### config.mk
export PLATFORM = sky130hd
export DESIGN_NAME = bpsc_top
export DESIGN_NICKNAME = d
export VERILOG_FILES = /design/src/hdl/bpsc_pkg.sv /design/src/hdl/bpsc_droop_qual.sv /design/src/hdl/bpsc_top.sv
export SDC_FILE = /design/constraint.sdc
export NUM_CORES = 1
export LEC_CHECK = 0
export ABC_AREA = 1
export BUFFER_PORTS_ARGS = -buffer_cell sky130_fd_sc_hd__buf_2
export CORE_UTILIZATION = 42
export CTS_CLUSTER_SIZE = 25
export DETAILED_ROUTE_END_ITERATION = 8
export GPL_TIMING_DRIVEN = 0
export PLACE_DENSITY = 0.89
export RECOVER_POWER = 100
export REMOVE_ABC_BUFFERS = 1
export SLEW_MARGIN = 30
export SYNTH_ARGS = -nofsm -noshare
export SYNTH_HDL_FRONTEND = slang
export SYNTH_SLANG_ARGS = --single-unit
### constraint.sdc
create_clock -name core_clk -period 3.1 [get_ports core_clk]
set_input_delay 0.31 -clock core_clk [delete_from_list [all_inputs] [get_ports core_clk]]
set_output_delay 0.31 -clock core_clk [all_outputs]
set_load 0.005 [all_outputs]
### src/hdl/bpsc_pkg.sv
// Constants and types of the brown-out and power-save controller
// Functional notes
// - A droop must last four consecutive clock periods before brown-out becomes active.
// - Qualified brown-out with interrupt enabled requests interrupt; processor keeps running.
// - By default, with enable still at reset value, brown-out resets the processor.
// - Brown-out interrupt enable is bit 3 of auxiliary enable register E8H.
// - With enable set, brown-out interrupt vectors to code address 004BH.
// - Clearing the enable while brown-out stays active resets the device.
// - With enable clear, brown-out resets processor to restart at 0000H.
// - Writing 01H to power control sets the sleep bit and enters idle.
// - Idle keeps clock and interrupts, holds program counter, drives both strobes high.
// - Any enabled interrupt ends idle and clears sleep bit; hardware reset also ends it.
// - Writing 02H to power control sets the power-down bit and enters power-down.
// - Power-down stops the core clock, keeps contents, drives both strobes low; here the clock runs while ext_level_irq_pending is set.
// - Only level-sensitive external interrupt or hardware reset ends power-down, clearing its bit; here a brown-out reset also ends it.
// - Hardware reset ending a low-power mode restarts like power-on reset.
package bpsc_pkg;

  localparam logic [7:0]  AUX_IRQ_EN_ADDR   = 8'hE8;
  localparam logic [7:0]  PWR_CTRL_ADDR     = 8'hA7;
  localparam int          BO_IRQ_EN_POS     = 3;
  localparam int          SLEEP_POS         = 0;
  localparam int          PDOWN_POS         = 1;
  localparam logic [15:0] BO_VECTOR         = 16'h004B;
  localparam logic [15:0] RESET_VECTOR      = 16'h0000;
  localparam int          CLK_PERIOD_PS     = 25000;
  localparam int          QUAL_PERIODS      = 4;
  localparam int          OSC_PERIOD_PS     = 25000;
  localparam int          QUAL_CYCLES       = (QUAL_PERIODS * OSC_PERIOD_PS + CLK_PERIOD_PS - 1) / CLK_PERIOD_PS;
  localparam logic        RST_BO_IRQ_EN     = 1'b0;
  localparam logic        RST_SLEEP         = 1'b0;
  localparam logic        RST_PDOWN         = 1'b0;
  localparam logic        RST_CPU_RESET     = 1'b0;
  localparam logic [15:0] RST_IRQ_VECTOR    = 16'h0000;

  typedef enum logic [1:0] {
    MODE_RUN,
    MODE_IDLE,
    MODE_PDOWN
  } bpsc_mode_type;

  typedef struct packed {
    logic          bo_irq_en;
    logic          sleep;
    logic          pdown;
    logic          irq_req;
    logic [15:0]   irq_vector;
    logic          cpu_reset;
    bpsc_mode_type mode;
  } bpsc_ctrl_type;

endpackage : bpsc_pkg

### src/hdl/bpsc_droop_qual.sv
// Droop comparator synchroniser and qualification counter
`timescale 1ns/1ps
`default_nettype none
module bpsc_droop_qual #(
  parameter int QUAL_CYCLES = bpsc_pkg::QUAL_CYCLES
) (
  input  wire logic core_clk,
  input  wire logic arst_n,
  input  wire logic droop_async,
  output logic      droop_active
);

  localparam int CW = $clog2(QUAL_CYCLES + 1);
  localparam logic [CW-1:0] QUAL_LIMIT = CW'(QUAL_CYCLES);

  // Fewer cycles than the documented periods would let short droops through
  if (QUAL_CYCLES < bpsc_pkg::QUAL_PERIODS || QUAL_CYCLES > 255) begin : g_bad_qual
    $error("bpsc_droop_qual: QUAL_CYCLES out of range");
  end

  typedef struct packed {
    logic          sync_meta;
    logic          sync_stable;
    logic [CW-1:0] count;
    logic          active;
  } bpsc_qual_type;

  bpsc_qual_type r;
  bpsc_qual_type next_r;

  ////////////////////////////////////////////////////////////////////////////////
  always_comb begin
    next_r             = r;
    next_r.sync_meta   = droop_async;
    next_r.sync_stable = r.sync_meta;
    // Any gap in the droop restarts the count, so glitches never qualify
    if (!r.sync_stable) begin
      next_r.count = '0;
    end else if (r.count != QUAL_LIMIT) begin
      next_r.count = CW'(r.count + 1'b1);
    end
    next_r.active = r.sync_stable && (next_r.count == QUAL_LIMIT);
  end

  always_ff @(posedge core_clk or negedge arst_n) begin
    if (!arst_n) begin
      r <= '0;
    end else begin
      r <= next_r;
    end
  end

  assign droop_active = r.active;

  ////////////////////////////////////////////////////////////////////////////////
  AST_QUAL_MIN: assert property (@(posedge core_clk) disable iff (!arst_n)
    r.active |-> $past(r.sync_stable, 1) && $past(r.sync_stable, 2)
                 && $past(r.sync_stable, 3) && $past(r.sync_stable, 4))
    else $error("brown-out active before four droop periods");

  AST_QUAL_SYNC: assert property (@(posedge core_clk) disable iff (!arst_n)
    $rose(r.sync_stable) |-> $past(droop_async, 2))
    else $error("droop reached counter without two stages");

  AST_QUAL_REACH: assert property (@(posedge core_clk) disable iff (!arst_n)
    (r.sync_stable && !r.active) [*4] |=> r.active)
    else $error("qualified droop did not raise brown-out");

endmodule : bpsc_droop_qual
`default_nettype wire

### src/hdl/bpsc_top.sv
// Brown-out response and idle / power-down sequencing
`timescale 1ns/1ps
`default_nettype none
module bpsc_top #(
  parameter int QUAL_CYCLES = bpsc_pkg::QUAL_CYCLES
) (
  input  wire logic        core_clk,
  input  wire logic        arst_n,
  input  wire logic        droop_async,
  input  wire logic        sfr_wr_en,
  input  wire logic [7:0]  sfr_addr,
  input  wire logic [7:0]  sfr_wdata,
  input  wire logic        irq_start,
  input  wire logic        irq_start_ext_level,
  input  wire logic        ext_level_irq_pending,
  input  wire logic        core_ale,
  input  wire logic        core_program_store_strobe_n_n,
  output logic             brownout_active,
  output logic             brownout_irq_req,
  output logic [15:0]      brownout_irq_vector,
  output logic             cpu_reset,
  output logic [15:0]      cpu_reset_vector,
  output logic             brownout_irq_enable,
  output logic             sleep_request_bit,
  output logic             powerdown_request_bit,
  output logic [7:0]       power_control_reg,
  output logic [7:0]       aux_irq_enable_reg,
  output logic             pc_hold,
  output logic             core_clk_run,
  output logic             ale_out,
  output logic             program_store_strobe_n,
  output logic             mode_idle,
  output logic             mode_powerdown
);

  ////////////////////////////////////////////////////////////////////////////////
  // Helpers

  function automatic logic sfr_hit(input logic wr, input logic [7:0] addr,
                                   input logic [7:0] target);
    sfr_hit = wr && (addr == target);
  endfunction : sfr_hit

  function automatic logic [7:0] place_bit(input logic v, input int pos);
    place_bit = 8'(v) << pos;
  endfunction : place_bit

  ////////////////////////////////////////////////////////////////////////////////
  // Droop qualification

  logic bo_active;

  bpsc_droop_qual #(
    .QUAL_CYCLES (QUAL_CYCLES)
  ) u_qual (
    .core_clk     (core_clk),
    .arst_n       (arst_n),
    .droop_async  (droop_async),
    .droop_active (bo_active)
  );

  ////////////////////////////////////////////////////////////////////////////////
  // Control state

  bpsc_pkg::bpsc_ctrl_type r;
  bpsc_pkg::bpsc_ctrl_type next_r;

  logic wr_aux;
  logic wr_pwr;
  logic bo_reset;
  logic wake_any;
  logic wake_pdown;

  // Writes are refused while the processor is held in reset
  assign wr_aux     = sfr_hit(sfr_wr_en, sfr_addr, bpsc_pkg::AUX_IRQ_EN_ADDR) && !r.cpu_reset;
  assign wr_pwr     = sfr_hit(sfr_wr_en, sfr_addr, bpsc_pkg::PWR_CTRL_ADDR) && !r.cpu_reset;
  assign wake_any   = irq_start;
  assign wake_pdown = irq_start && irq_start_ext_level;

  always_comb begin
    next_r = r;

    // Enable bit is software-owned; only a write or hardware reset clears it, a brown-out never does
    if (wr_aux) begin
      next_r.bo_irq_en = sfr_wdata[bpsc_pkg::BO_IRQ_EN_POS];
    end

    // Reset unless the enable, as just written, is set
    bo_reset = bo_active && !next_r.bo_irq_en;
    next_r.cpu_reset = bo_reset;

    // Interrupt is requested while the core keeps running
    next_r.irq_req = bo_active && next_r.bo_irq_en;
    if (next_r.irq_req) begin
      next_r.irq_vector = bpsc_pkg::BO_VECTOR;
    end

    // Sleep bit: a write that sets it beats a wake in the same cycle
    if (wr_pwr) begin
      next_r.sleep = sfr_wdata[bpsc_pkg::SLEEP_POS];
    end else if (wake_any) begin
      next_r.sleep = 1'b0;
    end

    // Power-down bit: a write wins over a wake; otherwise only a level external interrupt or a brown-out reset clears it
    if (wr_pwr) begin
      next_r.pdown = sfr_wdata[bpsc_pkg::PDOWN_POS];
    end else if (wake_pdown) begin
      next_r.pdown = 1'b0;
    end

    // A brown-out reset restarts the core out of any low-power mode
    if (bo_reset) begin
      next_r.sleep = bpsc_pkg::RST_SLEEP;
      next_r.pdown = bpsc_pkg::RST_PDOWN;
    end

    if (next_r.pdown) begin
      next_r.mode = bpsc_pkg::MODE_PDOWN;
    end else if (next_r.sleep) begin
      next_r.mode = bpsc_pkg::MODE_IDLE;
    end else begin
      next_r.mode = bpsc_pkg::MODE_RUN;
    end
  end

  // Hardware reset returns every bit to its power-on value
  always_ff @(posedge core_clk or negedge arst_n) begin
    if (!arst_n) begin
      r.bo_irq_en  <= bpsc_pkg::RST_BO_IRQ_EN;
      r.sleep      <= bpsc_pkg::RST_SLEEP;
      r.pdown      <= bpsc_pkg::RST_PDOWN;
      r.irq_req    <= 1'b0;
      r.irq_vector <= bpsc_pkg::RST_IRQ_VECTOR;
      r.cpu_reset  <= bpsc_pkg::RST_CPU_RESET;
      r.mode       <= bpsc_pkg::MODE_RUN;
    end else begin
      r <= next_r;
    end
  end

  ////////////////////////////////////////////////////////////////////////////////
  // Mode outputs

  always_comb begin
    unique case (r.mode)
      bpsc_pkg::MODE_RUN: begin
        pc_hold                = 1'b0;
        core_clk_run           = 1'b1;
        ale_out                = core_ale;
        program_store_strobe_n = core_program_store_strobe_n_n;
      end
      bpsc_pkg::MODE_IDLE: begin
        pc_hold                = 1'b1;
        core_clk_run           = 1'b1;
        ale_out                = 1'b1;
        program_store_strobe_n = 1'b1;
      end
      bpsc_pkg::MODE_PDOWN: begin
        pc_hold                = 1'b1;
        // Clock restarts only so the core can take the level interrupt
        core_clk_run           = ext_level_irq_pending;
        ale_out                = 1'b0;
        program_store_strobe_n = 1'b0;
      end
      default: begin
        pc_hold                = 1'b0;
        core_clk_run           = 1'b1;
        ale_out                = core_ale;
        program_store_strobe_n = core_program_store_strobe_n_n;
      end
    endcase
  end

  assign brownout_active       = bo_active;
  assign brownout_irq_req      = r.irq_req;
  assign brownout_irq_vector   = r.irq_vector;
  assign cpu_reset             = r.cpu_reset;
  assign cpu_reset_vector      = bpsc_pkg::RESET_VECTOR;
  assign brownout_irq_enable   = r.bo_irq_en;
  assign sleep_request_bit     = r.sleep;
  assign powerdown_request_bit = r.pdown;
  assign power_control_reg     = place_bit(r.sleep, bpsc_pkg::SLEEP_POS)
                               | place_bit(r.pdown, bpsc_pkg::PDOWN_POS);
  assign aux_irq_enable_reg    = place_bit(r.bo_irq_en, bpsc_pkg::BO_IRQ_EN_POS);
  assign mode_idle             = (r.mode == bpsc_pkg::MODE_IDLE);
  assign mode_powerdown        = (r.mode == bpsc_pkg::MODE_PDOWN);

  ////////////////////////////////////////////////////////////////////////////////
  // Checks

  AST_IRQ_VECTOR: assert property (@(posedge core_clk) disable iff (!arst_n)
    brownout_irq_req |-> $past(bo_active) && brownout_irq_vector == 16'h004B)
    else $error("brown-out interrupt without cause or with wrong vector");

  AST_IRQ_NO_HALT: assert property (@(posedge core_clk) disable iff (!arst_n)
    bo_active && brownout_irq_enable && !(sfr_wr_en && sfr_addr == 8'hE8)
    |=> brownout_irq_req && !cpu_reset)
    else $error("enabled brown-out halted the core");

  AST_DEFAULT_RESET: assert property (@(posedge core_clk) disable iff (!arst_n)
    bo_active && !brownout_irq_enable && !(sfr_wr_en && sfr_addr == 8'hE8)
    |=> cpu_reset && !brownout_irq_req)
    else $error("disabled brown-out did not reset the core");

  AST_ENABLE_BIT: assert property (@(posedge core_clk) disable iff (!arst_n)
    sfr_wr_en && sfr_addr == 8'hE8 && !cpu_reset
    |=> brownout_irq_enable == $past(sfr_wdata[3]) && aux_irq_enable_reg == {4'h0, $past(sfr_wdata[3]), 3'h0})
    else $error("enable bit not taken from bit 3 of E8H");

  AST_CLEAR_RESETS: assert property (@(posedge core_clk) disable iff (!arst_n)
    $fell(brownout_irq_enable) && $past(bo_active) |-> cpu_reset)
    else $error("clearing enable during brown-out did not reset");

  AST_RESET_VECTOR: assert property (@(posedge core_clk) disable iff (!arst_n)
    cpu_reset |-> $past(bo_active) && cpu_reset_vector == 16'h0000 && !sleep_request_bit && !powerdown_request_bit)
    else $error("brown-out reset with wrong cause or vector");

  AST_IDLE_ENTER: assert property (@(posedge core_clk) disable iff (!arst_n)
    sfr_wr_en && sfr_addr == bpsc_pkg::PWR_CTRL_ADDR && sfr_wdata == 8'h01 && !cpu_reset && !bo_reset
    |=> mode_idle && power_control_reg == 8'h01)
    else $error("writing 01H did not enter idle");

  AST_IDLE_OUTPUTS: assert property (@(posedge core_clk) disable iff (!arst_n)
    mode_idle |-> pc_hold && core_clk_run && ale_out && program_store_strobe_n)
    else $error("idle outputs wrong");

  AST_IDLE_EXIT: assert property (@(posedge core_clk) disable iff (!arst_n)
    mode_idle && irq_start && !(sfr_wr_en && sfr_addr == bpsc_pkg::PWR_CTRL_ADDR)
    |=> !sleep_request_bit && !mode_idle)
    else $error("interrupt did not end idle");

  AST_PDOWN_ENTER: assert property (@(posedge core_clk) disable iff (!arst_n)
    sfr_wr_en && sfr_addr == bpsc_pkg::PWR_CTRL_ADDR && sfr_wdata[1] && !cpu_reset && !bo_reset
    |=> mode_powerdown && !mode_idle)
    else $error("power-down request did not enter power-down");

  AST_PDOWN_OUTPUTS: assert property (@(posedge core_clk) disable iff (!arst_n)
    mode_powerdown && !ext_level_irq_pending |-> pc_hold && !core_clk_run && !ale_out && !program_store_strobe_n)
    else $error("power-down outputs wrong");

  AST_PDOWN_HOLD: assert property (@(posedge core_clk) disable iff (!arst_n)
    mode_powerdown && !(irq_start && irq_start_ext_level) && !bo_reset
    && !(sfr_wr_en && sfr_addr == bpsc_pkg::PWR_CTRL_ADDR)
    |=> mode_powerdown && powerdown_request_bit)
    else $error("power-down left without level external interrupt");

  AST_PDOWN_EXIT: assert property (@(posedge core_clk) disable iff (!arst_n)
    mode_powerdown && irq_start && irq_start_ext_level && !(sfr_wr_en && sfr_addr == bpsc_pkg::PWR_CTRL_ADDR)
    |=> !powerdown_request_bit && mode_powerdown == 1'b0)
    else $error("level external interrupt did not end power-down");

endmodule : bpsc_top
`default_nettype wire
---- Word level (Yosys, flattened, before mapping) ----
Index checks and enable logic that the tools add are counted.
cells by class
  add/subtract/negate cells ............... 1
  $mul .................................... 0
  divide/modulo/power cells ............... 0
  $lt $le $gt $ge ......................... 0
  equality and inequality tests ........... 6
  shifts and indexed selects .............. 0
  mux-type cells .......................... 14
  bitwise logic cells ..................... 1
  reductions and logical operators ........ 11
operators by type and width
  cell                                                             count
  8-bit == test, second input constant                             2
  1-bit logical AND                                                8
  1-bit two-way mux                                                8
  3-bit two-way mux                                                2
  2-bit two-way mux                                                2
  1-bit one-hot mux with 2 select lines                            2
  3-bit by 1-bit adder with 3-bit output, second input constant    1
  3-bit == test, second input constant                             1
  3-bit inequality test, second input constant                     1
  2-bit by 1-bit == test with 1-bit output, second input constant  1
  2-bit == test, second input constant                             1
  1-bit logical NOT                                                2
  1-bit by 2-bit OR with 2-bit output                              1
  2-bit OR reduction                                               1
storage, ports and cells
  bits in registers ....................... 14
  bits in latches ......................... 0
  bits in writable memories ............... 0
  memory bits (read-only) ................. 0
  input bits .............................. 25
  output and inout port bits .............. 60
  word-level logic and storage cells ...... 44
  memories ................................ 0

---- Longest topological paths before layout ----
  depth in word-level cells ............... 9
  gate-level depth with buffers ........... 9
  gate-level depth less buffers ........... 9

---- By module ----
A second synthesis with hierarchy kept.
second synthesis, totals
  cells, all modules ...................... 135
  area, all modules ....................... 1071.0 µm²
by module, submodules not included
  module           instances  cells each  area an instance (µm²)  seq. area each (µm²)
  bpsc_top         1          108         815.8                   175.2
  bpsc_droop_qual  1          27          255.2                   150.1

---- Least setup slack after synthesis ----
No wires, ideal clock.
  path type ............................... register to output
  start ................................... register r[1] (netlist name)
  end ..................................... output ale_out
  arrival ................................. 0.958 ns
  data required time ...................... 2.790 ns
  setup slack ............................. 1.832 ns
  stages on the path, launching flop included .. 6
  path buffers ............................ 0
  path through ............................ dfrtp_1 inv_1 ha_1 inv_1 nand2_1 nand2_1
between the ends
  cells in the longest elaborated chain, start to end .. 2
  elaborated cells on any way between the ends .. 3
  those cells by class .................... eq/ne: 2; mux: 1
ends and longest elaborated chain
  element                                                                    line             RTL
  start, declared                                                            bpsc_top.sv:65   bpsc_pkg::bpsc_ctrl_type r;
  start signal, assigned                                                     bpsc_top.sv:138  r <= next_r;
  2-bit == test or 2-bit by 1-bit == test with 1-bit output (tied branches)  bpsc_top.sv:146  unique case (r.mode)
  1-bit one-hot mux with 2 select lines *                                    bpsc_top.sv:146
  end, declared                                                              bpsc_top.sv:30   output logic ale_out,
Every way passes the cells marked *; elsewhere a longest branch is shown, timed or not.

---- Worst setup path after layout ----
  start ................................... register r[1] (netlist name)
  end ..................................... output program_store_strobe_n
between the ends
  cells in the longest elaborated chain, start to end .. 2
  elaborated cells on any way between the ends .. 3
  those cells by class .................... eq/ne: 2; mux: 1
ends and longest elaborated chain
  element                                                                    line             RTL
  2-bit == test or 2-bit by 1-bit == test with 1-bit output (tied branches)  bpsc_top.sv:146
  1-bit one-hot mux with 2 select lines *                                    bpsc_top.sv:146
  end, declared                                                              bpsc_top.sv:31   output logic program_store_strobe_n,
Marks and branches as above.

==> reports/qor.txt <==
Top Metal Used: met4
Crit Reg-Reg Startpoint: cpu_reset
worst setup path category: reg -> out
Vias/cell: 3.99
final WL: 1620 um
Arrival @ worst endpoint: 1380 ps
Final Non-Filler Cells: 195
H-tree Lvls: 1
Initial Utilization: 46.1%
DP HPWL: 1380 um
fraction of layout cells with a size suffix above 1: 26.3%
CP max stage delay: 400 ps
worst hold margin: 131 ps
Worst setup EP type: output port
Fmax achieved: 591 MHz
Final Hold Viols: 0
Skew-Pair Late Insertion Delay: 280 ps
Buf+Inv Stages, Crit Path: 3
Synth async-reset ratio: 100%
max cap viols: 0
Worst-Margin Slew: 676 ps
CP max FO: 4
maximum root-to-sink buffer count: 2
RSZ-0062 raised after global routing: no
clock share of power: 29.8%
TritonCTS buffer count: 3
drt initial violations: 7
Site Rows: 17
Yosys reg bits: 13
M1 WL: 568 um
Internal Power: 0.000249 W
global route overflow: 0
I/O Buffers: 38
drt pass-1 iters: 2
I/O Pins: 85
clk slew on worst S/H paths: 80 ps
sw frac: 29.2%
nets@finish: 197
relative slew slack: 54.9%
Reg power frac: 52.2%
largest net degree at the start of global routing: 14
status: completed
CTS tree: yes
gr usage total: 12.4%
pwr/cell area: 324 nW/um2
met2 wire length: 876 um
number of remaining DRC errors: 0
vias in the first global route: 643
WL met3: 154 um
diode count: 0
Final min period: 1690 ps
final setup fails: 0
antenna violations before repair: 0
Logic pwr share: 18.0%
Setup TNS Final: 0 ps
final setup margin: 1410 ps
YS warnings: 0
post-CTS resize count: 0
sequential element share of the synthesized area: 30.7%
Mapped Cells: 132
most used flip-flop cell after synthesis: dfrtp_1
root buf cell: clkbuf_4
global-route wire length before repair: 2490 um
average wire per standard cell: 8.33 um
Worst Setup Start Kind: flop
area occupied by multi-input gates: 423 um2
DR vias: 778
cells along the critical path: inv_1, ha_1, inv_1, nand2_1, nand2_1, clkbuf_1
P_leak: 0.678 nW
Net Sw Power: 0.000103 W
die height: 52.2 um
storage element area: 325 um2
crit share post-route: 54.6%
slowest CP cell: dfrtp_1
Clock Skew: 4.50 ps
EDFF count, synth: 0
Syn Std Cell Area: 1060 um2
Area Growth Syn to Fin: 2.60%
Antenna Nets Post-Route: 0
DIE WIDTH: 52.2 um
Post-Syn Area per Cell: 8.03 um2
worst endpoint required time: 2790 ps
CP delay by family, top: flip-flops
Core ar.: 2300 um2
CTS sink count: 13
die area: 2730 um2
GP Congestion: 0.761
final slew viol count: 0
fill count: 234
beginning of the worst hold path: droop_async
Cell variety after synth: 24
peak supply drop: 316 uV
Hold WC Path Type: in -> reg
Setup Buffers After CTS: 0
pre-CTS setup slack: 1690 ps
total power: 0.000352 W
Critical path origin: r[1]
placed cell count: 190
placed cells by master, fill, tap and decap left out, types with 3 or more instances in the layout:
master    count
clkbuf_4      3
ha_1          4
dfrtp_1      13
nor2_2        4
nand2_1      19
buf_2        30
clkbuf_1      7
a21oi_1       3
conb_1       41
inv_1        21
worst paths after layout:
check / endpoint / slack [ps] / depth (start not counted)
max: program_store_strobe_n / 1410 / 6
min: u_qual.next_r[4] / 130 / 1
max reg2reg: sleep_request_bit / 1770 / 6
min reg2reg: u_qual.r[4] / 350 / 0
max in group asynchronous: r[1] / 2100 / 2
min in group asynchronous: u_qual.next_r[4] / 570 / 2
cells in the mapped netlist, types with 2 or more instances:
master,count,share of area (%)
buf_4,48,34
inv_1,21,7.4
nand2_1,16,5.7
dfrtp_1,13,31
ha_1,4,4.7
nand2_2,4,2.4
nor2_2,4,2.4
a21oi_1,3,1.4
nand3_1,2,0.94
nand4_1,2,1.2
o21ai_0,2,0.94
state kept, by name, indices dropped and copies added, names as in the netlist:
name	count
r	2
sleep_request_bit	1
brownout_irq_req	1
cpu_reset	1
u_qual.r	4
brownout_irq_vector	1
u_qual.next_r	1
u_qual.droop_active	1
brownout_irq_enable	1
power groups by stage:
stage                     Combinational, W  Sequential [W]  Clock [W]
after floorplan                  0.0000376        0.000186          0
final                            0.0000634        0.000184   0.000105
after CTS                        0.0000649        0.000184   0.000110
after detailed placement         0.0000638        0.000187          0
after global placement           0.0000610        0.000187          0
after global routing             0.0000748        0.000185   0.000120
stage by stage:
step           area, um2  utilization (%)
2_1_floorplan        850                -
3_5_place_dp        1070             46.8
5_1_grt             1090             47.3
4_1_cts             1110             48.4
6_report            1090             47.3
3_3_place_gp        1070             46.8
routing by layer:
layer  vias to the layer above  track usage (%)
met2                        50             25.6
met4                         0             3.95
met5                         -                0
met1                       348             10.7
met3                         4             4.35
li1                        376                -
final cells by class:
type,count,area share (%)
Multi-Input combinational cell,88,38.9
Sequential cell,13,29.9
Timing Repair Buffer,39,17.5
Inverter,23,7.94
Tap cell,28,3.22
Clock buffer,3,2.07
Clock inverter,1,0.460
cells by family after synthesis:
kind of cell | after synthesis | share of synthesized area [%]
fa+ha+maj | 4 | 4.72
simple gates | 36 | 18.2
flops | 13 | 30.7
compound gates | 7 | 3.90
buf+inv | 71 | 42.1
other cells | 1 | 0.354
timing repair:
item                                    in CTS  in global routing
hold endpoints to repair                    13                  0
endpoints found under the setup margin       0                  0
hold buffers                                 1                  0
(Power assumes the default switching activity.)
